--- config.mk ---
export PLATFORM = sky130hd
export DESIGN_NAME = psl_strap_mii
export DESIGN_NICKNAME = d
export VERILOG_FILES = /design/src/logic/psl_pkg.sv /design/src/logic/psl_strap_mii.sv /design/src/logic/psl_sync.sv
export SDC_FILE = /design/constraint.sdc
export NUM_CORES = 1
export LEC_CHECK = 0
export BUFFER_PORTS_ARGS = -buffer_cell sky130_fd_sc_hd__buf_2
export CAP_MARGIN = 0
export CORE_MARGIN = 5
export CORE_UTILIZATION = 51
export CTS_CLUSTER_SIZE = 40
export DETAILED_ROUTE_END_ITERATION = 7
export GPL_TIMING_DRIVEN = 0
export HOLD_SLACK_MARGIN = 0.02
export PLACE_DENSITY = 0.8
export REMOVE_ABC_BUFFERS = 1
export SLEW_MARGIN = 20
export SYNTH_ARGS = -nofsm -noshare
export SYNTH_HDL_FRONTEND = slang
export SYNTH_SLANG_ARGS = --single-unit
--- constraint.sdc ---
create_clock -name pclk -period 2.45 [get_ports pclk]
set_input_delay 0.1225 -clock pclk [delete_from_list [all_inputs] [get_ports pclk]]
set_output_delay 0.1225 -clock pclk [all_outputs]
set_load 0.03 [all_outputs]
--- src/logic/psl_pkg.sv ---
// Purpose: Shared constants and carriers for the strap latch and MII pin block
// Assumes: pclk at 100 MHz; APB with 32-bit data
// Notes:   Pin indexes describe the shared strap/output pins as one vector
`default_nettype none

package psl_pkg;

  // Clock and MII clock timing
  localparam int CLK_PERIOD_NS = 10;
  localparam int MII100_PERIOD_NS = 40;
  localparam int MII10_PERIOD_NS = 400;
  localparam int HALF100_CYC = MII100_PERIOD_NS / (2 * CLK_PERIOD_NS);
  localparam int HALF10_CYC = MII10_PERIOD_NS / (2 * CLK_PERIOD_NS);
  localparam int DIV_W = 5;

  ////////////////////////////////////////////////////////////////////////////
  // Shared strap/output pins, index into one vector
  localparam int DPIN_W = 12;
  localparam int PIN_RXD0 = 0;
  localparam int PIN_RXD3 = 3;
  localparam int PIN_RXDV = 4;
  localparam int PIN_CRS = 5;
  localparam int PIN_RXC = 6;
  localparam int PIN_RXER = 7;
  localparam int PIN_COL = 8;
  localparam int PIN_LAMP0 = 9;
  localparam int PIN_LAMP1 = 10;
  localparam int PIN_IRQ = 11;

  // Strap record and its value before any capture
  typedef struct packed {
    logic tree_enable_strap;
    logic emission_filter_disable_strap;
    logic broadcast_addr_disable_strap;
    logic speed_strap;
    logic link_negotiation_strap;
    logic duplex_strap;
    logic [2:0] operating_mode_strap;
    logic [4:0] mgmt_station_addr_strap;
  } psl_strap_t;
  localparam psl_strap_t STRAP_RST = '{1'b0, 1'b0, 1'b0, 1'b1, 1'b1, 1'b1,
                                       3'h0, 5'h01};

  // One MII nibble with its qualifiers
  typedef struct packed {
    logic valid;
    logic err;
    logic [3:0] data;
  } psl_nib_t;

  ////////////////////////////////////////////////////////////////////////////
  // APB map
  localparam logic [11:0] OFF_STRAP = 12'h000;
  localparam logic [11:0] OFF_CTRL = 12'h004;
  localparam logic [11:0] OFF_STATUS = 12'h008;
  localparam logic [11:0] OFF_EVENT = 12'h00C;
  localparam logic [5:0] CTRL_RST = 6'h24;
  localparam int CTRL_IRQ_HIGH = 4;
  localparam int CTRL_IRQ_EN = 5;

  // Lamp functions
  localparam logic [1:0] LAMP_LINK_ACT = 2'h0;
  localparam logic [1:0] LAMP_SPEED = 2'h1;
  localparam logic [1:0] LAMP_LINK = 2'h2;
  localparam logic [1:0] LAMP_ACT = 2'h3;

  ////////////////////////////////////////////////////////////////////////////
  // Management frame
  localparam logic [5:0] MD_PRE_LEN = 6'h20;
  localparam logic [4:0] MD_REG_CTL = 5'h00;
  localparam logic [4:0] MD_REG_ADV = 5'h04;
  localparam int CTL_SPEED_BIT = 13;
  localparam int CTL_ANEG_BIT = 12;
  localparam int CTL_DUPLEX_BIT = 8;
  localparam logic [3:0] ADV_100 = 4'hF;
  localparam logic [3:0] ADV_10 = 4'h3;
  localparam logic [4:0] ADV_SELECTOR = 5'h01;

endpackage : psl_pkg

`default_nettype wire

--- src/logic/psl_strap_mii.sv ---
// Purpose: Strap latch, MII pin timing, management port, lamps and irq pin
// Assumes: Pins reach pclk through two flip-flops; pclk at 100 MHz
// Notes:   Shared pins are inputs while chip reset is low, outputs after, except the irq pin, driven only while asserted
//
// Functional notes
// Every strap is sampled when chip reset ends and held as start-up setup.
// Shared pins float as inputs during reset, become outputs afterwards; the irq pin is driven only while asserted.
// Address bits 0,1,2 come from receive data lines 3,2,1.
// Strapped address spans 0..7, bits 4:3 zero, default 00001.
// Mode bits 2,1,0 come from data valid, carrier sense, receive clock.
// Duplex from data line 0, negotiation from lamp 0, speed from lamp 1.
// Broadcast-address-disable comes from the collision pin.
// Filter disable from receive error, test tree enable from interrupt pin.
// Receive nibbles follow the receive clock, meaningful only with data valid.
// Transmit nibbles follow transmit clock, accepted only while enable high.
// Transmit clock is made here and driven out.
// Receive clock is made here and driven out.
// Unconnected transmit error reads as deasserted via the pull-down.
// Lamp 0 active low, programmable, default link and activity.
// Lamp 1 active low, programmable, default link speed.
// Interrupt polarity programmable, default low; pin only pulls or floats.
// Management clock comes from the host; data moves on its edges.
// Low chip reset resets the device; its rising edge samples straps.
// Speed strap high means 100 Mbps; loads control bit 13 and advert.
// Duplex strap high means half; inverted into control bit 8.
// Negotiation strap high enables negotiation; loads control bit 12.
// Broadcast-disable high makes address 0 unique; low lets it broadcast.
//
// Implementation choices: the APB interface to the registers and the address map.
`timescale 1ns/1ns
`default_nettype none

module psl_strap_mii (
  input wire logic pclk,
  input wire logic presetn,
  // APB
  input wire logic psel,
  input wire logic penable,
  input wire logic pwrite,
  input wire logic [11:0] paddr,
  input wire logic [31:0] pwdata,
  output logic [31:0] prdata,
  output logic pready,
  output logic pslverr,
  // Pins
  input wire logic chip_reset_n,
  input wire logic [psl_pkg::DPIN_W-1:0] dpin_i,
  output logic [psl_pkg::DPIN_W-1:0] dpin_o,
  output logic [psl_pkg::DPIN_W-1:0] dpin_oe,
  output logic mii_txc,
  input wire logic mii_txen,
  input wire logic [3:0] mii_txd,
  input wire logic mii_txer,
  input wire logic mdc,
  input wire logic mdio_i,
  output logic mdio_o,
  output logic mdio_oe,
  output logic line_signal_present,
  // Core side
  input wire psl_pkg::psl_nib_t rx_nib,
  input wire logic rx_crs,
  input wire logic rx_col,
  output logic rx_take,
  output psl_pkg::psl_nib_t tx_nib,
  output logic tx_strobe,
  input wire logic link_up,
  input wire logic activity,
  input wire logic line_energy,
  input wire logic phy_event,
  output psl_pkg::psl_strap_t straps,
  output logic dev_run
);

  ////////////////////////////////////////////////////////////////////////////
  // Pin synchronisers
  localparam int SW = psl_pkg::DPIN_W + 9;
  logic [SW-1:0] sync_q;
  logic [psl_pkg::DPIN_W-1:0] pin_s;
  logic rst_s, rst_d, rst_rise, txen_s, txer_s, mdc_s, mdc_d, mdio_s, md_edge;
  logic [3:0] txd_s;

  psl_sync #(.W(SW)) u_sync (
    .pclk(pclk),
    .presetn(presetn),
    .d({chip_reset_n, mii_txen, mii_txd, mii_txer, mdc, mdio_i, dpin_i}),
    .q(sync_q)
  );
  assign {rst_s, txen_s, txd_s, txer_s, mdc_s, mdio_s, pin_s} = sync_q;

  // Edge finders on the synchronised reset and management clock
  always_ff @(posedge pclk or negedge presetn) begin
    if (!presetn) begin
      rst_d <= 1'b0;
      mdc_d <= 1'b0;
    end else begin
      rst_d <= rst_s;
      mdc_d <= mdc_s;
    end
  end
  assign rst_rise = rst_s & ~rst_d;
  assign md_edge = mdc_s & ~mdc_d;
  assign dev_run = rst_d; // Held low while chip reset is low

  ////////////////////////////////////////////////////////////////////////////
  // Strap capture at the end of chip reset
  always_ff @(posedge pclk or negedge presetn) begin
    if (!presetn) begin
      straps <= psl_pkg::STRAP_RST;
    end else if (rst_rise) begin
      straps.mgmt_station_addr_strap <= {2'h0, pin_s[1], pin_s[2], pin_s[3]};
      straps.operating_mode_strap <= {pin_s[psl_pkg::PIN_RXDV],
                                      pin_s[psl_pkg::PIN_CRS],
                                      pin_s[psl_pkg::PIN_RXC]};
      straps.duplex_strap <= pin_s[psl_pkg::PIN_RXD0];
      straps.link_negotiation_strap <= pin_s[psl_pkg::PIN_LAMP0];
      straps.speed_strap <= pin_s[psl_pkg::PIN_LAMP1];
      straps.broadcast_addr_disable_strap <= pin_s[psl_pkg::PIN_COL];
      straps.emission_filter_disable_strap <= pin_s[psl_pkg::PIN_RXER];
      straps.tree_enable_strap <= ~pin_s[psl_pkg::PIN_IRQ]; // Pin is active low
    end
  end

  strap_capture_a: assert property (@(posedge pclk) disable iff (!presetn)
    rst_rise |=> straps.mgmt_station_addr_strap[0] == $past(pin_s[psl_pkg::PIN_RXD3])
      && straps.broadcast_addr_disable_strap == $past(pin_s[psl_pkg::PIN_COL]))
    else $error("straps not taken at reset release");
  mode_capture_a: assert property (@(posedge pclk) disable iff (!presetn)
    rst_rise |=> straps.operating_mode_strap == $past({pin_s[psl_pkg::PIN_RXDV],
      pin_s[psl_pkg::PIN_CRS], pin_s[psl_pkg::PIN_RXC]}))
    else $error("mode strap order wrong");
  addr_high_zero_a: assert property (@(posedge pclk) disable iff (!presetn)
    straps.mgmt_station_addr_strap[4:3] == 2'h0)
    else $error("address high bits not zero");

  ////////////////////////////////////////////////////////////////////////////
  // Management registers: control bits and advertised speed
  logic ctl_speed, ctl_aneg, ctl_duplex;
  logic [3:0] adv_speed;
  logic md_wr_hit;
  logic [4:0] md_reg;
  logic [15:0] md_sr;

  // Straps load at reset release; management writes after that
  always_ff @(posedge pclk or negedge presetn) begin
    if (!presetn) begin
      ctl_speed <= 1'b1;
      ctl_aneg <= 1'b1;
      ctl_duplex <= 1'b0;
      adv_speed <= psl_pkg::ADV_100;
    end else if (rst_rise) begin
      ctl_speed <= pin_s[psl_pkg::PIN_LAMP1];
      adv_speed <= pin_s[psl_pkg::PIN_LAMP1] ? psl_pkg::ADV_100 : psl_pkg::ADV_10;
      ctl_duplex <= ~pin_s[psl_pkg::PIN_RXD0]; // High strap is half duplex
      ctl_aneg <= pin_s[psl_pkg::PIN_LAMP0];
    end else if (md_wr_hit && md_reg == psl_pkg::MD_REG_CTL) begin
      ctl_speed <= md_sr[psl_pkg::CTL_SPEED_BIT];
      ctl_aneg <= md_sr[psl_pkg::CTL_ANEG_BIT];
      ctl_duplex <= md_sr[psl_pkg::CTL_DUPLEX_BIT];
    end else if (md_wr_hit && md_reg == psl_pkg::MD_REG_ADV) begin
      adv_speed <= md_sr[8:5];
    end
  end

  ctl_load_a: assert property (@(posedge pclk) disable iff (!presetn)
    rst_rise |=> ctl_duplex != $past(pin_s[psl_pkg::PIN_RXD0])
      && ctl_speed == $past(pin_s[psl_pkg::PIN_LAMP1])
      && ctl_aneg == $past(pin_s[psl_pkg::PIN_LAMP0]))
    else $error("control bits not loaded from straps");

  // Read word of a management register
  function automatic logic [15:0] md_word(input logic [4:0] r, input logic sp,
                                          input logic an, input logic dx,
                                          input logic [3:0] adv);
    logic [15:0] w;
    w = 16'h0000;
    if (r == psl_pkg::MD_REG_CTL) begin
      w[psl_pkg::CTL_SPEED_BIT] = sp;
      w[psl_pkg::CTL_ANEG_BIT] = an;
      w[psl_pkg::CTL_DUPLEX_BIT] = dx;
    end else if (r == psl_pkg::MD_REG_ADV) begin
      w[8:5] = adv;
      w[4:0] = psl_pkg::ADV_SELECTOR;
    end
    return w;
  endfunction

  ////////////////////////////////////////////////////////////////////////////
  // Management frame on the host clock edges
  typedef enum logic [2:0] {
    MD_IDLE = 3'b000,
    MD_ST = 3'b001,
    MD_OP = 3'b010,
    MD_PHY = 3'b011,
    MD_REG = 3'b100,
    MD_TA = 3'b101,
    MD_DATA = 3'b110
  } psl_md_state_t;

  psl_md_state_t md_state;
  logic [5:0] md_pre;
  logic [3:0] md_cnt;
  logic [1:0] md_op;
  logic [4:0] md_phy;
  logic md_drive, md_bit, md_hit;

  // Address 0 answers as broadcast unless the strap makes it unique
  assign md_hit = (md_phy == straps.mgmt_station_addr_strap) ||
                  (md_phy == 5'h00 && !straps.broadcast_addr_disable_strap);
  assign md_wr_hit = md_edge && md_state == MD_DATA && md_cnt == 4'hF
                     && md_op == 2'b01 && md_hit;

  always_ff @(posedge pclk or negedge presetn) begin
    if (!presetn) begin
      md_state <= MD_IDLE;
      md_pre <= 6'h00;
      md_cnt <= 4'h0;
      md_op <= 2'h0;
      md_phy <= 5'h00;
      md_reg <= 5'h00;
      md_sr <= 16'h0000;
      md_drive <= 1'b0;
      md_bit <= 1'b1;
    end else if (!dev_run) begin
      md_state <= MD_IDLE;
      md_pre <= 6'h00;
      md_drive <= 1'b0;
    end else if (md_edge) begin
      md_cnt <= md_cnt + 4'h1;
      unique case (md_state)
        MD_IDLE: begin
          md_cnt <= 4'h0;
          if (mdio_s) begin
            md_pre <= (md_pre == psl_pkg::MD_PRE_LEN) ? md_pre : md_pre + 6'h01;
          end else begin
            md_pre <= 6'h00;
            if (md_pre == psl_pkg::MD_PRE_LEN) md_state <= MD_ST;
          end
        end
        MD_ST: begin
          md_cnt <= 4'h0;
          md_state <= mdio_s ? MD_OP : MD_IDLE;
        end
        MD_OP: begin
          md_op <= {md_op[0], mdio_s};
          if (md_cnt == 4'h1) begin
            md_cnt <= 4'h0;
            md_state <= MD_PHY;
          end
        end
        MD_PHY: begin
          md_phy <= {md_phy[3:0], mdio_s};
          if (md_cnt == 4'h4) begin
            md_cnt <= 4'h0;
            md_state <= MD_REG;
          end
        end
        MD_REG: begin
          if (md_cnt == 4'h4) begin
            md_cnt <= 4'h0;
            md_state <= MD_TA;
            md_sr <= md_word({md_reg[3:0], mdio_s}, ctl_speed, ctl_aneg, ctl_duplex,
                             adv_speed);
          end
          md_reg <= {md_reg[3:0], mdio_s};
        end
        MD_TA: begin
          if (md_cnt == 4'h0) begin
            md_drive <= (md_op == 2'b10) && md_hit; // Turnaround zero
            md_bit <= 1'b0;
          end else begin
            md_cnt <= 4'h0;
            md_state <= MD_DATA;
            md_bit <= md_sr[15];
            if (md_op == 2'b10) md_sr <= {md_sr[14:0], 1'b0};
          end
        end
        MD_DATA: begin
          if (md_op == 2'b10) begin
            md_bit <= md_sr[15];
            md_sr <= {md_sr[14:0], 1'b0};
          end else begin
            md_sr <= {md_sr[14:0], mdio_s};
          end
          if (md_cnt == 4'hF) begin
            md_drive <= 1'b0;
            md_bit <= 1'b1;
            md_state <= MD_IDLE;
          end
        end
        default: md_state <= MD_IDLE;
      endcase
    end
  end

  // Open-drain style: only zeros are pulled, ones left to the pull-up
  assign mdio_o = 1'b0;
  assign mdio_oe = md_drive & ~md_bit;

  md_release_a: assert property (@(posedge pclk) disable iff (!presetn)
    md_state == MD_TA && md_edge && md_cnt == 4'h0 && md_phy == 5'h00
      && straps.broadcast_addr_disable_strap && straps.mgmt_station_addr_strap != 5'h00
      |=> !md_drive)
    else $error("unique address 0 answered");

  ////////////////////////////////////////////////////////////////////////////
  // MII clock divider, both clocks generated here
  logic [psl_pkg::DIV_W-1:0] div_cnt, div_half;
  logic mii_clk, mii_rise, mii_fall, div_tick;

  assign div_half = ctl_speed ? psl_pkg::DIV_W'(psl_pkg::HALF100_CYC)
                              : psl_pkg::DIV_W'(psl_pkg::HALF10_CYC);
  assign div_tick = dev_run && (div_cnt >= div_half - psl_pkg::DIV_W'(1));
  assign mii_rise = div_tick & ~mii_clk;
  assign mii_fall = div_tick & mii_clk;

  always_ff @(posedge pclk or negedge presetn) begin
    if (!presetn) begin
      div_cnt <= '0;
      mii_clk <= 1'b0;
    end else if (!dev_run) begin
      div_cnt <= '0;
      mii_clk <= 1'b0;
    end else if (div_tick) begin
      div_cnt <= '0;
      mii_clk <= ~mii_clk;
    end else begin
      div_cnt <= div_cnt + psl_pkg::DIV_W'(1);
    end
  end
  assign mii_txc = mii_clk;

  txc_period_a: assert property (@(posedge pclk) disable iff (!presetn || !dev_run)
    $rose(mii_txc) && ctl_speed && $stable(ctl_speed) |-> mii_txc ##1 mii_txc ##1 !mii_txc)
    else $error("transmit clock half period wrong");

  ////////////////////////////////////////////////////////////////////////////
  // Receive path: pins change on the falling receive clock, stable at rising
  psl_pkg::psl_nib_t rx_q;
  logic crs_q, col_q;

  always_ff @(posedge pclk or negedge presetn) begin
    if (!presetn) begin
      rx_q <= '0;
      crs_q <= 1'b0;
      col_q <= 1'b0;
    end else if (mii_fall) begin
      rx_q.valid <= rx_nib.valid;
      rx_q.err <= rx_nib.err;
      rx_q.data <= rx_nib.valid ? rx_nib.data : 4'h0; // Zero outside a frame
      crs_q <= rx_crs;
      col_q <= rx_col;
    end
  end
  assign rx_take = mii_fall;

  rx_gate_a: assert property (@(posedge pclk) disable iff (!presetn)
    dev_run && !dpin_o[psl_pkg::PIN_RXDV] |-> dpin_o[3:0] == 4'h0)
    else $error("receive data moved without data valid");

  // Transmit path: sample at the rising transmit clock, one full period settled
  always_ff @(posedge pclk or negedge presetn) begin
    if (!presetn) begin
      tx_nib <= '0;
      tx_strobe <= 1'b0;
    end else begin
      tx_strobe <= mii_rise & txen_s;
      if (mii_rise) begin
        tx_nib.valid <= txen_s;
        tx_nib.err <= txen_s & txer_s; // Floating pin reads low
        tx_nib.data <= txen_s ? txd_s : 4'h0;
      end
    end
  end

  tx_accept_a: assert property (@(posedge pclk) disable iff (!presetn)
    tx_strobe |-> tx_nib.valid && $past(txen_s))
    else $error("transmit nibble taken without enable");

  ////////////////////////////////////////////////////////////////////////////
  // APB registers: lamp functions, irq polarity, event flag
  logic [5:0] ctrl;
  logic evt_pend, irq_on, sense_q;
  logic wr_acc, rd_setup, hit;

  assign hit = paddr == psl_pkg::OFF_STRAP || paddr == psl_pkg::OFF_CTRL ||
               paddr == psl_pkg::OFF_STATUS || paddr == psl_pkg::OFF_EVENT;
  assign wr_acc = psel & penable & pwrite & hit;
  assign rd_setup = psel & ~penable & ~pwrite;
  assign pready = 1'b1; // Zero wait states
  assign pslverr = psel & penable & ~hit;

  always_ff @(posedge pclk or negedge presetn) begin
    if (!presetn) begin
      ctrl <= psl_pkg::CTRL_RST;
    end else if (wr_acc && paddr == psl_pkg::OFF_CTRL) begin
      ctrl <= pwdata[5:0];
    end
  end

  // Event flag: a new event wins over a clear in the same cycle
  always_ff @(posedge pclk or negedge presetn) begin
    if (!presetn) begin
      evt_pend <= 1'b0;
    end else if (phy_event && dev_run) begin
      evt_pend <= 1'b1;
    end else if (wr_acc && paddr == psl_pkg::OFF_EVENT && pwdata[0]) begin
      evt_pend <= 1'b0;
    end
  end

  // Read data captured in the setup phase so it leaves a flip-flop
  always_ff @(posedge pclk or negedge presetn) begin
    if (!presetn) begin
      prdata <= 32'h0000_0000;
    end else if (rd_setup) begin
      unique case (paddr)
        psl_pkg::OFF_STRAP: prdata <= {18'h0, straps};
        psl_pkg::OFF_CTRL: prdata <= {26'h0, ctrl};
        psl_pkg::OFF_STATUS: prdata <= {25'h0, ctl_duplex, ctl_aneg, ctl_speed,
                                        dev_run, irq_on, link_up, sense_q};
        psl_pkg::OFF_EVENT: prdata <= {31'h0, evt_pend};
        default: prdata <= 32'h0000_0000;
      endcase
    end
  end

  ////////////////////////////////////////////////////////////////////////////
  // Lamps, signal detect and interrupt pin
  function automatic logic lamp_fn(input logic [1:0] f, input logic lk,
                                   input logic act, input logic sp);
    unique case (f)
      psl_pkg::LAMP_LINK_ACT: return lk & ~act; // Blinks off on traffic
      psl_pkg::LAMP_SPEED: return lk & sp;
      psl_pkg::LAMP_LINK: return lk;
      psl_pkg::LAMP_ACT: return act;
    endcase
  endfunction

  assign irq_on = evt_pend & ctrl[psl_pkg::CTRL_IRQ_EN];

  always_ff @(posedge pclk or negedge presetn) begin
    if (!presetn) begin
      sense_q <= 1'b0;
    end else begin
      sense_q <= line_energy & dev_run;
    end
  end
  assign line_signal_present = sense_q;

  // Output pins; every shared pin floats while chip reset holds
  always_comb begin
    dpin_o = '0;
    dpin_o[3:0] = rx_q.data;
    dpin_o[psl_pkg::PIN_RXDV] = rx_q.valid;
    dpin_o[psl_pkg::PIN_CRS] = crs_q;
    dpin_o[psl_pkg::PIN_RXC] = mii_clk;
    dpin_o[psl_pkg::PIN_RXER] = rx_q.err;
    dpin_o[psl_pkg::PIN_COL] = col_q;
    dpin_o[psl_pkg::PIN_LAMP0] = ~lamp_fn(ctrl[1:0], link_up, activity, ctl_speed);
    dpin_o[psl_pkg::PIN_LAMP1] = ~lamp_fn(ctrl[3:2], link_up, activity, ctl_speed);
    dpin_o[psl_pkg::PIN_IRQ] = ctrl[psl_pkg::CTRL_IRQ_HIGH]; // Active level
    dpin_oe = {psl_pkg::DPIN_W{dev_run}};
    dpin_oe[psl_pkg::PIN_IRQ] = dev_run & irq_on; // Pull only when asserted
  end

  pins_float_a: assert property (@(posedge pclk) disable iff (!presetn)
    !rst_s ##1 !rst_s |-> dpin_oe == '0)
    else $error("shared pin driven during chip reset");
  irq_drive_a: assert property (@(posedge pclk) disable iff (!presetn)
    dpin_oe[psl_pkg::PIN_IRQ] |-> evt_pend && dpin_o[psl_pkg::PIN_IRQ] == ctrl[4])
    else $error("irq pin driven without pending event");
  lamp_polarity_a: assert property (@(posedge pclk) disable iff (!presetn)
    ctrl[1:0] == psl_pkg::LAMP_LINK && link_up |-> !dpin_o[psl_pkg::PIN_LAMP0])
    else $error("lamp not active low");

endmodule // psl_strap_mii

`default_nettype wire

--- src/logic/psl_sync.sv ---
// Purpose: Two-flip-flop synchroniser for a bank of pin levels
// Assumes: Each bit is an independent level
// Notes:   Only the second stage is visible outside
`timescale 1ns/1ns
`default_nettype none

module psl_sync #(
  parameter int W = 8
) (
  input wire logic pclk,
  input wire logic presetn,
  input wire logic [W-1:0] d,
  output logic [W-1:0] q
);

  logic [W-1:0] meta;

  // Two stages per bit; first stage feeds only the second
  genvar i;
  generate
    for (i = 0; i < W; i++) begin : g_bit
      always_ff @(posedge pclk or negedge presetn) begin
        if (!presetn) begin
          meta[i] <= 1'b0;
          q[i] <= 1'b0;
        end else begin
          meta[i] <= d[i];
          q[i] <= meta[i];
        end
      end
    end
  endgenerate

endmodule // psl_sync

`default_nettype wire
==> impl_results.md, run 1 <==
- Hold Path Class: primary input to register
- Synth Area in Compound Gates: 10.5%
- Worst r2r path cells: 8
- Largest family of logic cells by synthesized area: simple AND/OR/NAND/NOR gates
- # DRC: 0
- Final net count: 803
- Dominant synthesized flop cell: dfrtp_1
- Largest net degree at the start of global routing: 108
- Commonest non-fill, non-tap cell in the layout: dfrtp_1
- Syn Area/Cell: 11.5 sq um
- Path length in cells of the critical path: 6
- Post-Synth Adder-Cell Area: 1.54%
- Final total power: 6480 uW
- Worst skew pair latency: 410 ps
- Top cells by area, synth: dfrtp_1 52%, mux2_2 5.7%, dfstp_2 5.3%
- Final setup vio count: 0
- Post-synthesis mux area share: 8.08%
- Hold WS: 37.3 ps
- Post-route ant nets: 0
- Worst-path clk slew: 60 ps
- Most frequent cells in the layout: 135 x dfrtp_1, 117 x buf_2, 68 x nand2_1, 45 x dlygate4sd3_1, 37 x o21ai_0
- PnR worst setup slack: 116 ps
- Root Driver: clkbuf_16
- Via count of the first global-routing pass: 4,968
- TritonCTS clock tree: built
- Leakage: 0.00384 uW
- Post-synth EDFFs: 0
- Reg power frac: 43.6%
- Max Clock Skew: 8.13 ps
- Sw frac: 28.9%
- CTS Buf Count: 17
- CP Capture Type: output pin
- Async S/R FF share, synth: 100%
- RSZ-0062 raised after global routing: false
- Die H: 123 um
- Clock group share of total power: 40.3%
- Fin. max-slew vios: 0
- NetSw: 1870 uW
- Simple-Gate Fraction of Synth Area: 14.4%
- Starting Density: 51.6%
- # clock sinks: 149
- GP Congestion: 0.861
- Crit path launch type: register
- Routed WL per cell: 16.4 um
- Cells after synthesis: 564
- Outcome: completed
- Critical path data required time: 2330 ps
- Cell Area, Synth: 6490 sq um
- Row Count: 41
- DR vias: 4,784
- Largest stage delay on the critical path: 550 ps
- Share of cells above drive strength 1: 29.9%
- Die area: 15,100 sq um
- CP bufs+invs: 2
- Antenna violations before repair: 0
- Worst Hold Depth: 4
- Area of the multi-input gates: 2400 sq um
- Max transition margin: 31.3%
- Total grt overflow: 0
- Worst path cell trace: ha_1, a2111o_1, a21oi_4, nand3b_4, inv_1, buf_2
- Port Buffers: 118
- ANT cells: 0
- Hpwl dp: 9190 um
- TritonRoute pass-1 iters: 6
- Share of the synthesized area in the top cell type: 52.5%
- Post-Synth XOR/XNOR Area: 0.810%
- Hold Violations, Final: 0
- Distinct cells, synth: 66
- Crit path DAT: 2210 ps
- Final min period: 2330 ps
- Seq/Total Area, Yosys: 57.7%
- Peak supply drop: 0.000741 V
- Ports: 167
- Area leader, netlist: dfrtp_1
- Worst Tran Pin Value: 1030 ps
- Yosys Warn Count: 0
- Synth Register Bits: 149
- Die W: 123 um
- Fill count: 926
- Slowest-stage cell, CP: dfstp_2
- Pwr dens: 796 nW/um^2
- Crit path max fanout: 5
- Internal Dissipation: 4610 uW
- Pre-CTS setup slack: -240 ps
- Comb power frac: 16.1%
- Crit Path Category: register to output pin
- Max frequency: 0.429 GHz
- Biggest registers after layout: u_sync.meta: 21 flops, u_sync.q: 21 flops, md_sr: 16 flops
- Via density: 5.33
- Global-route wire length before repair: 24,300 um
- Post-Route WL: 14,700 um
- Core area: 12,600 sq um
- MaxCap Viol Count: 0
- Register area: 3750 sq um
- Final worst path period share: 95.2%
- Synth-to-Final Area Change: 25.5%
- GRT Util Overall: 20.5%
- CP top delay family: compound AO/OA/AOI/OAI gates
- DRT iter0 DRCs: 366
- Worst-case clock buffer depth: 2
- # H-tree levels: 4
worst register-to-register path, cell delays in order (launching register included):
cell and delay, ps:
dfrtp_1 420, inv_1 90, ha_1 190, nor3b_1 360, nand3_1 170, o211ai_1 330, buf_4 300, buf_4 190
o21ai_0 100
synth_stat cells, types with 3 or more instances:
cell	count
a21boi_0	8
a21oi_1	17
a22o_1	7
a22oi_1	9
and2_1	9
and3_1	4
buf_1	3
buf_2	5
buf_4	39
clkbuf_1	11
dfrtp_1	136
dfstp_2	13
ha_1	8
inv_1	15
mux2_2	33
mux2i_1	13
nand2_1	68
nand2b_1	5
nand3_1	18
nand4_1	4
nor2_1	18
nor2b_1	6
nor3_1	8
nor3b_1	4
nor4_1	4
nor4b_1	3
o21ai_0	37
o21ai_1	5
o22ai_1	3
o31ai_1	6
xnor2_1	4
stage by stage:
step / util, % / TNS [ps] / area (sq um) / std cells
after floorplan: - / -123560 / 6180 / 525
after global placement: 55.6 / -99230 / 6990 / 815
after detailed placement: 56.0 / -2020 / 7040 / 818
after CTS: 64.5 / -0.135 / 8110 / 896
after global routing: 64.8 / 0 / 8140 / 898
final: 64.8 / 0 / 8140 / 898
final cells by class:
type | count | share of cell area (%)
clock buffer | 20 | 5.61
tap | 172 | 2.64
sequential | 149 | 46.0
timing repair buffer | 169 | 13.7
inverter | 15 | 0.692
clock inverter | 12 | 1.75
multi-input combinational | 361 | 29.5
power by group through the flow:
stage          clock [uW]  sequential [uW]  combinational (uW)
4_1_cts              2650             2820                1020
3_5_place_dp            0             2860                 954
3_3_place_gp            0             2840                 920
5_1_grt              2780             2850                1130
2_1_floorplan           0             3140                 301
6_report             2610             2820                1040
cell families after synthesis:
kind of cell               after synthesis
buffers and inverters                   74
other                                    2
DFF                                    149
AOI/OAI and AO/OA                      107
adders and majority gates                8
xor gates and xnor gates                 6
muxes                                   47
and+or+nand+nor                        171
per-layer routing:
metal	vias to the layer above	share of wire, %	GRT usage, %
met5	-	0	0
met4	0	2.7	8.12
met3	35	5.8	6.04
met2	166	52	35.2
met1	2372	40	24.3
li1	2211	-	-
repair_timing:
action / in CTS / in global routing
buffers inserted: 1 / 2
resized for setup: 3 / 2
hold buffers: 45 / 0
endpoints found under the hold margin: 80 / 0
endpoints found under the setup margin: 24 / 7
final timing paths:
kind | from | endpoint | slack (ps)
max in group asynchronous | presetn | adv_speed[0]$_DFFE_PN1P_ | 1420
hold reg to reg | u_sync.meta[6]$_DFF_PN0_ | u_sync.q[6]$_DFF_PN0_ | 350
setup / recovery | ctl_speed$_DFFE_PN1P_ | rx_take | 120
hold / removal | paddr[6] | prdata[0]$_DFFE_PN0P_ | 40
min in group asynchronous | presetn | md_pre[3]$_DFFE_PN0P_ | 210
setup reg to reg | md_cnt[0]$_DFFE_PN0P_ | md_sr[9]$_DFFE_PN0P_ | 170
Power figures use the tool's default switching activity.
==> inputs of run 2 (changes only) <==
--- a/config.mk
+++ b/config.mk
@@ -5,6 +5,7 @@
 export SDC_FILE = /design/constraint.sdc
 export NUM_CORES = 1
 export LEC_CHECK = 0
+export ABC_AREA = 1
 export BUFFER_PORTS_ARGS = -buffer_cell sky130_fd_sc_hd__buf_2
 export CAP_MARGIN = 0
 export CORE_MARGIN = 5
@@ -15,6 +16,7 @@
 export HOLD_SLACK_MARGIN = 0.02
 export PLACE_DENSITY = 0.8
 export REMOVE_ABC_BUFFERS = 1
+export SETUP_SLACK_MARGIN = 0.15
 export SLEW_MARGIN = 20
 export SYNTH_ARGS = -nofsm -noshare
 export SYNTH_HDL_FRONTEND = slang
==> run 2 against run 1 <==
  * Combinational power grew 4%
  * Final area grew 1.8%
  * Worst hold slack gained 6.3 ps
  * Power grew 3.3%
  * Non-clock buffer count shrank 11
  * Clock skew grew 1.5 ps
  * Die area grew 3.0%
  * Maximum frequency grew 11%
  * First-iteration DRC count grew 16%
  * Highest routed layer unchanged
==> impl_results.md, run 2 <==
- # DRC: 0 (unchanged)
- Worst hold start: penable (was paddr[6])
- Commonest non-fill, non-tap cell in the layout: nand2_1 (was dfrtp_1)
- Starting Density: 52.5% (was 51.6%)
- MaxCap Viol Count: 0 (unchanged)
- RSZ-0062 raised after global routing: false (unchanged)
- Syn Area/Cell: 9.14 sq um (was 11.5 sq um)
- Async S/R FF share, synth: 100% (unchanged)
- Final total power: 6700 uW (was 6480 uW)
- Placed inst area: 7230 sq um (was 7040 sq um)
- Outcome: completed (unchanged)
- CTS Buf Count: 17 (unchanged)
- Final net count: 966 (was 803)
- Hold WS: 43.7 ps (was 37.3 ps)
- Worst-case clock buffer depth: 2 (unchanged)
- DRT iter0 DRCs: 423 (was 366)
- # clock sinks: 149 (unchanged)
- GRT Util Overall: 19.2% (was 20.5%)
- Die area: 15,500 sq um (was 15,100 sq um)
- TritonRoute pass-1 iters: 6 (unchanged)
- Fill count: 1,016 (was 926)
- Share of cells above drive strength 1: 23.6% (was 29.9%)
- Beginning of the worst register-to-register path: dev_run$_DFF_PN0_ (was md_cnt[0]$_DFFE_PN0P_)
- Share of the synthesized area in the top cell type: 50.8% (was 52.5%)
- Final worst path period share: 86.0% (was 95.2%)
- Worst Tran Pin Value: 729 ps (was 1030 ps)
- Max frequency: 0.474 GHz (was 0.429 GHz)
- Hpwl dp: 9480 um (was 9190 um)
- Crit path DAT: 1990 ps (was 2210 ps)
- Via density: 5.03 (was 5.33)
- Biggest registers after layout: u_sync.meta: 21 flops, u_sync.q: 21 flops, md_sr: 16 flops (unchanged)
- Cell Area, Synth: 6700 sq um (was 6490 sq um)
- # H-tree levels: 4 (unchanged)
- Post-synth EDFFs: 0 (unchanged)
- Port Buffers: 118 (unchanged)
- Die H: 125 um (was 123 um)
- Synth Register Bits: 149 (unchanged)
- Cells after synthesis: 733 (was 564)
- Worst Hold Path EP: prdata[5]$_DFFE_PN0P_ (was prdata[0]$_DFFE_PN0P_)
- DR vias: 5,336 (was 4,784)
- Slowest-stage cell, CP: dfstp_2 (unchanged)
- Row Count: 41 (unchanged)
- Global-route wire length before repair: 24,700 um (was 24,300 um)
- Synth-to-Final Area Change: 23.6% (was 25.5%)
- Routed WL per cell: 13.8 um (was 16.4 um)
- CP Capture Type: output pin (unchanged)
- Max transition margin: 51.3% (was 31.3%)
- Crit path launch type: register (unchanged)
- Fin. max-slew vios: 0 (unchanged)
- Pwr dens: 808 nW/um^2 (was 796 nW/um^2)
- Hold Path Class: primary input to register (unchanged)
- Total grt overflow: 0 (unchanged)
- Hold Violations, Final: 0 (unchanged)
- Finished Core Util: 64.9% (was 64.8%)
- Root Driver: clkbuf_16 (unchanged)
- Seq/Total Area, Yosys: 55.9% (was 57.7%)
- Core area: 12,800 sq um (was 12,600 sq um)
- Top cells by count, synth: 193 x nand2_1, 136 x dfrtp_1, 68 x inv_1, 63 x nand3_1, 58 x o21ai_0 (was 136 x dfrtp_1, 68 x nand2_1, 39 x buf_4, 37 x o21ai_0, 33 x mux2_2)
- Largest net degree at the start of global routing: 96 (was 108)
- FF-to-FF End: straps[7]$_DFFE_PN0P_ (was md_sr[9]$_DFFE_PN0P_)
- Most used cell, CP: nand2_1
- TritonCTS clock tree: built (unchanged)
- Crit path max fanout: 13 (was 5)
- Final instance area: 8280 sq um (was 8140 sq um)
- Final setup vio count: 0 (unchanged)
- Top cells by area, synth: dfrtp_1 51%, nand2_1 11%, dfstp_2 5.1% (was dfrtp_1 52%, mux2_2 5.7%, dfstp_2 5.3%)
- Dominant synthesized flop cell: dfrtp_1 (unchanged)
- Reg-to-reg setup timing slack: 380 ps (was 170 ps)
- Yosys Warn Count: 0 (unchanged)
- Post-Route WL: 14,700 um (about the same)
- Worst path cell trace: ha_1, nor3_1, nand2_1, nand2_1, nand2_1, nand3_4, inv_2, buf_2 (was ha_1, a2111o_1, a21oi_4, nand3b_4, inv_1, buf_2)
- Ports: 167 (unchanged)
- Worst r2r path cells: 5 (was 8)
- Worst skew pair latency: 420 ps (was 410 ps)
- Distinct cells, synth: 41 (was 66)
- Post-route ant nets: 0 (unchanged)
- Most frequent cells in the layout: 192 x nand2_1, 135 x dfrtp_1, 117 x buf_2, 66 x inv_1, 62 x nand3_1 (was 135 x dfrtp_1, 117 x buf_2, 68 x nand2_1, 45 x dlygate4sd3_1, 37 x o21ai_0)
- Largest stage delay on the critical path: 630 ps (was 550 ps)
- Via count of the first global-routing pass: 5,205 (was 4,968)
- Final min period: 2110 ps (was 2330 ps)
- GP Congestion: 0.840 (was 0.861)
- Critical path data required time: 2330 ps (about the same)
- Worst-path clk slew: 70 ps (was 60 ps)
- Die W: 125 um (was 123 um)
- Area leader, netlist: dfrtp_1 (unchanged)
- Antenna violations before repair: 0 (unchanged)
- ANT cells: 0 (unchanged)
- Peak supply drop: 0.000633 V (was 0.000741 V)
- Crit Path Category: register to output pin (unchanged)
- Worst Hold Depth: 4 (unchanged)
- Count leader, synth: nand2_1 (was dfrtp_1)
- Leakage: 0.00424 uW (was 0.00384 uW)
- Max Clock Skew: 9.65 ps (was 8.13 ps)
-- run 2: where the power goes --
group	internal [uW]	switching [uW]	total, uW
sequential	2670	186	2860
clock	1700	1060	2760
combinational	347	735	1080
-- run 2: logic make-up (layout without fill, tap and decap cells) --
kind of cell | count (synthesis) | count (layout) | synth area share, %
and+or+nand+nor | 335 | 335 | 22.3
DFF | 149 | 149 | 55.9
buffers and inverters | 127 | 263 | 9.95
AOI/OAI and AO/OA | 109 | 109 | 9.88
adders and majority gates | 8 | 8 | 1.49
xor gates and xnor gates | 3 | 3 | 0.392
other | 2 | 22 | 0.112
-- run 2: final cells by class --
class / count / area (sq um) / share of cell area (%)
Timing Repair inverter: 1 / 5.00 / 0.0604
Timing Repair Buffer: 158 / 1020 / 12.3
Tap cell: 172 / 215 / 2.60
Clock buffer: 20 / 467 / 5.63
Multi-Input combinational cell: 477 / 2380 / 28.8
Inverter: 72 / 279 / 3.37
Clock inverter: 12 / 166 / 2.01
Sequential cell: 149 / 3750 / 45.2
-- run 2: timing repair --
action	in CTS	in global routing
buffers inserted	0	0
endpoints found under the setup margin	36	7
cloned	0	1
hold buffers	39	0
gates resized for setup	5	3
endpoints found under the hold margin	93	0
pin swaps	0	0
-- run 2: worst max-delay path by stage --
| stage | start | to | cells past startpoint |
|---|---|---|---|
| after global placement | presetn | u_sync.q[7]$_DFF_PN0_ | 1 |
| after global routing | ctl_speed$_DFFE_PN1P_ | rx_take | 8 |
| final | ctl_speed$_DFFE_PN1P_ | rx_take | 8 |
| after floorplan | dev_run$_DFF_PN0_ | adv_speed[0]$_DFFE_PN1P_ | 6 |
| after detailed placement | dev_run$_DFF_PN0_ | adv_speed[1]$_DFFE_PN1P_ | 6 |
| after CTS | dev_run$_DFF_PN0_ | adv_speed[1]$_DFFE_PN1P_ | 6 |
-- run 2: layer usage --
layer	vias up	global-route usage, %	wire, um
met5	-	0	0
met4	0	7.35	300
met3	29	5.02	914
met2	186	30.8	7030
met1	2521	25.1	6440
li1	2600	-	-
-- run 2: worst max-delay path, delay by kind of cell (launching register included) --
family	cells	cell delay, ps
flops	1	630
buf+inv	2	350
fa+ha+maj	1	170
simple gates	5	410
-- run 2: metrics by stage --
step,worst slack (ps),setup TNS [ps],instances
2_1_floorplan,-1940,-137870,698
3_3_place_gp,-837,-119440,988
3_5_place_dp,-540,-6360,989
4_1_cts,151,0,1060
5_1_grt,234,0,1061
6_report,342,0,1061
==> inputs of run 3 (changes only) <==
--- a/config.mk
+++ b/config.mk
@@ -15,6 +15,7 @@
 export GPL_TIMING_DRIVEN = 0
 export HOLD_SLACK_MARGIN = 0.02
 export PLACE_DENSITY = 0.8
+export RECOVER_POWER = 100
 export REMOVE_ABC_BUFFERS = 1
 export SETUP_SLACK_MARGIN = 0.15
 export SLEW_MARGIN = 20
==> run 3 against run 2 <==
  * Clock skew barely moved
  * First-iteration DRC count is 5.7% lower
  * Sequential share of layout area grew 0.91 points
  * Routed wire length up 0.35%
  * Die area stayed put
  * Maximum frequency down 4.5%
  * Worst hold slack improved by 59 ps
  * Power fell by 0.71%
  * Flip-flop and latch count is the same
  * Critical path depth is the same
  * Register-to-register slack about the same
==> impl_results.md, run 3 (same netlist as run 2, synthesis figures left out) <==
- TritonCTS clock tree: built (unchanged)
- Final min period: 2210 ps (was 2110 ps)
- Core area: 12,800 sq um (unchanged)
- GRT Util Overall: 19.2% (unchanged)
- Worst Tran Pin Value: 1380 ps (was 729 ps)
- Outcome: completed (unchanged)
- Post-Route WL: 14,700 um (about the same)
- # clock sinks: 149 (unchanged)
- Global-route wire length before repair: 24,700 um (unchanged)
- Via count of the first global-routing pass: 5,205 (unchanged)
- Finished Core Util: 63.6% (was 64.9%)
- Max frequency: 0.453 GHz (was 0.474 GHz)
- Max Clock Skew: 9.52 ps (was 9.65 ps)
- Synth-to-Final Area Change: 21.2% (was 23.6%)
- Crit path launch type: register (unchanged)
- Crit path max fanout: 13 (unchanged)
- Worst path cell trace: ha_1, nor3_1, nand2_1, nand2_1, nand2_1, nand3_4, inv_2, clkbuf_2 (was ha_1, nor3_1, nand2_1, nand2_1, nand2_1, nand3_4, inv_2, buf_2)
- Ports: 167 (unchanged)
- CTS Buf Count: 17 (unchanged)
- Worst-path clk slew: 60 ps (was 70 ps)
- Root Driver: clkbuf_16 (unchanged)
- Leakage: 0.00400 uW (was 0.00424 uW)
- GP Congestion: 0.840 (unchanged)
- Critical path data required time: 2330 ps (about the same)
- Largest stage delay on the critical path: 690 ps (was 630 ps)
- Via density: 5.03 (about the same)
- # H-tree levels: 4 (unchanged)
- Worst skew pair latency: 420 ps (about the same)
- Biggest registers after layout: u_sync.meta: 21 flops, u_sync.q: 21 flops, md_sr: 16 flops (unchanged)
- MaxCap Viol Count: 0 (unchanged)
- Pwr dens: 819 nW/um^2 (was 808 nW/um^2)
- DRT iter0 DRCs: 399 (was 423)
- # DRC: 0 (unchanged)
- Hold Violations, Final: 0 (unchanged)
- Starting Density: 52.5% (unchanged)
- Final total power: 6650 uW (was 6700 uW)
- RSZ-0062 raised after global routing: false (unchanged)
- Die H: 125 um (unchanged)
- ANT cells: 0 (unchanged)
- Fin. max-slew vios: 0 (unchanged)
- Worst-case clock buffer depth: 2 (unchanged)
- Share of cells above drive strength 1: 13.9% (was 23.6%)
- Antenna violations before repair: 0 (unchanged)
- Routed WL per cell: 13.9 um (was 13.8 um)
- Largest net degree at the start of global routing: 96 (unchanged)
- Hold Path Class: primary input to register (unchanged)
- Crit Path Category: register to output pin (unchanged)
- CP Capture Type: output pin (unchanged)
- Total grt overflow: 0 (unchanged)
- Row Count: 41 (unchanged)
- Most used cell, CP: nand2_1 (unchanged)
- Crit path DAT: 2080 ps (was 1990 ps)
- Max transition margin: 7.88% (was 51.3%)
- Most frequent cells in the layout: 195 x nand2_1, 135 x dfrtp_1, 73 x o21ai_0, 68 x inv_1, 63 x clkbuf_1 (was 192 x nand2_1, 135 x dfrtp_1, 117 x buf_2, 66 x inv_1, 62 x nand3_1)
- Final worst path period share: 90.1% (was 86.0%)
- Commonest non-fill, non-tap cell in the layout: nand2_1 (unchanged)
- Hpwl dp: 9480 um (unchanged)
- TritonRoute pass-1 iters: 6 (unchanged)
- Post-route ant nets: 0 (unchanged)
- Slowest-stage cell, CP: dfstp_1 (was dfstp_2)
- Die W: 125 um (unchanged)
- Port Buffers: 118 (unchanged)
- Final net count: 966 (unchanged)
- Die area: 15,500 sq um (unchanged)
- Sum of negative setup slack: 0 ps (unchanged)
- Final setup vio count: 0 (unchanged)
- DR vias: 5,335 (was 5,336)
- Peak supply drop: 0.000628 V (was 0.000633 V)
==> run 3: per-stage QoR <==
| step | setup WS (ps) | area (sq um) | hold slack, ps | cells |
|---|---|---|---|---|
| finish | 243 | 8120 | 103 | 1061 |
| detailed placement | -540 | 7230 | 65.1 | 989 |
| CTS | 151 | 8270 | 26.6 | 1060 |
| global route | 118 | 8120 | 113 | 1061 |
| global placement | -837 | 7190 | 230 | 988 |
| floorplan | -1940 | 6380 | -173 | 698 |
==> run 3: final timing paths <==
| path | from | endpoint | slack [ps] | cells after the start |
|---|---|---|---|---|
| setup / recovery | ctl_speed$_DFFE_PN1P_ | rx_take | 240 | 8 |
| max in group asynchronous | presetn | straps[9]$_DFFE_PN1P_ | 790 | 3 |
| hold reg to reg | u_sync.meta[12]$_DFF_PN0_ | u_sync.q[12]$_DFF_PN0_ | 340 | 0 |
| hold / removal | penable | prdata[5]$_DFFE_PN0P_ | 100 | 4 |
| setup reg to reg | dev_run$_DFF_PN0_ | straps[7]$_DFFE_PN0P_ | 380 | 5 |
| min in group asynchronous | presetn | u_sync.meta[12]$_DFF_PN0_ | 560 | 2 |
==> run 3: layout make-up <==
type,instances,area [sq um]
fillers,1089,4650
flip-flops and latches,149,3750
multi-input cells,477,2310
repair buffers,158,930
clock buffers,20,467
inverters,72,279
well taps,172,215
clock inverters,12,166
repair inverters,1,5.00
==> run 3: per-layer routing <==
layer | GRT usage, % | part of all wire (%) | vias to the layer above
met5 | 0 | 0 | -
met4 | 7.35 | 1.7 | 0
met3 | 5.02 | 6.6 | 21
met2 | 30.8 | 47 | 194
met1 | 25.1 | 44 | 2520
li1 | - | - | 2600
==> run 3: what timing repair did <==
item,in CTS,in global routing
resized for setup,5,3
setup buffers,0,0
endpoints found under the hold margin,93,0
gates cloned,0,1
setup endpoints to repair,36,7
hold buffers,39,0
==> run 3: worst max-delay path, delay by kind of cell (launching register included) <==
family / cells / cell delay (ps)
buffers and inverters: 2 / 360
and+or+nand+nor: 5 / 410
adders and majority gates: 1 / 200
DFF: 1 / 690
==> run 3: power by group <==
part	internal [uW]	switching, uW
sequential	2670	183
clock	1700	1060
combinational	312	722
total	4680	1960
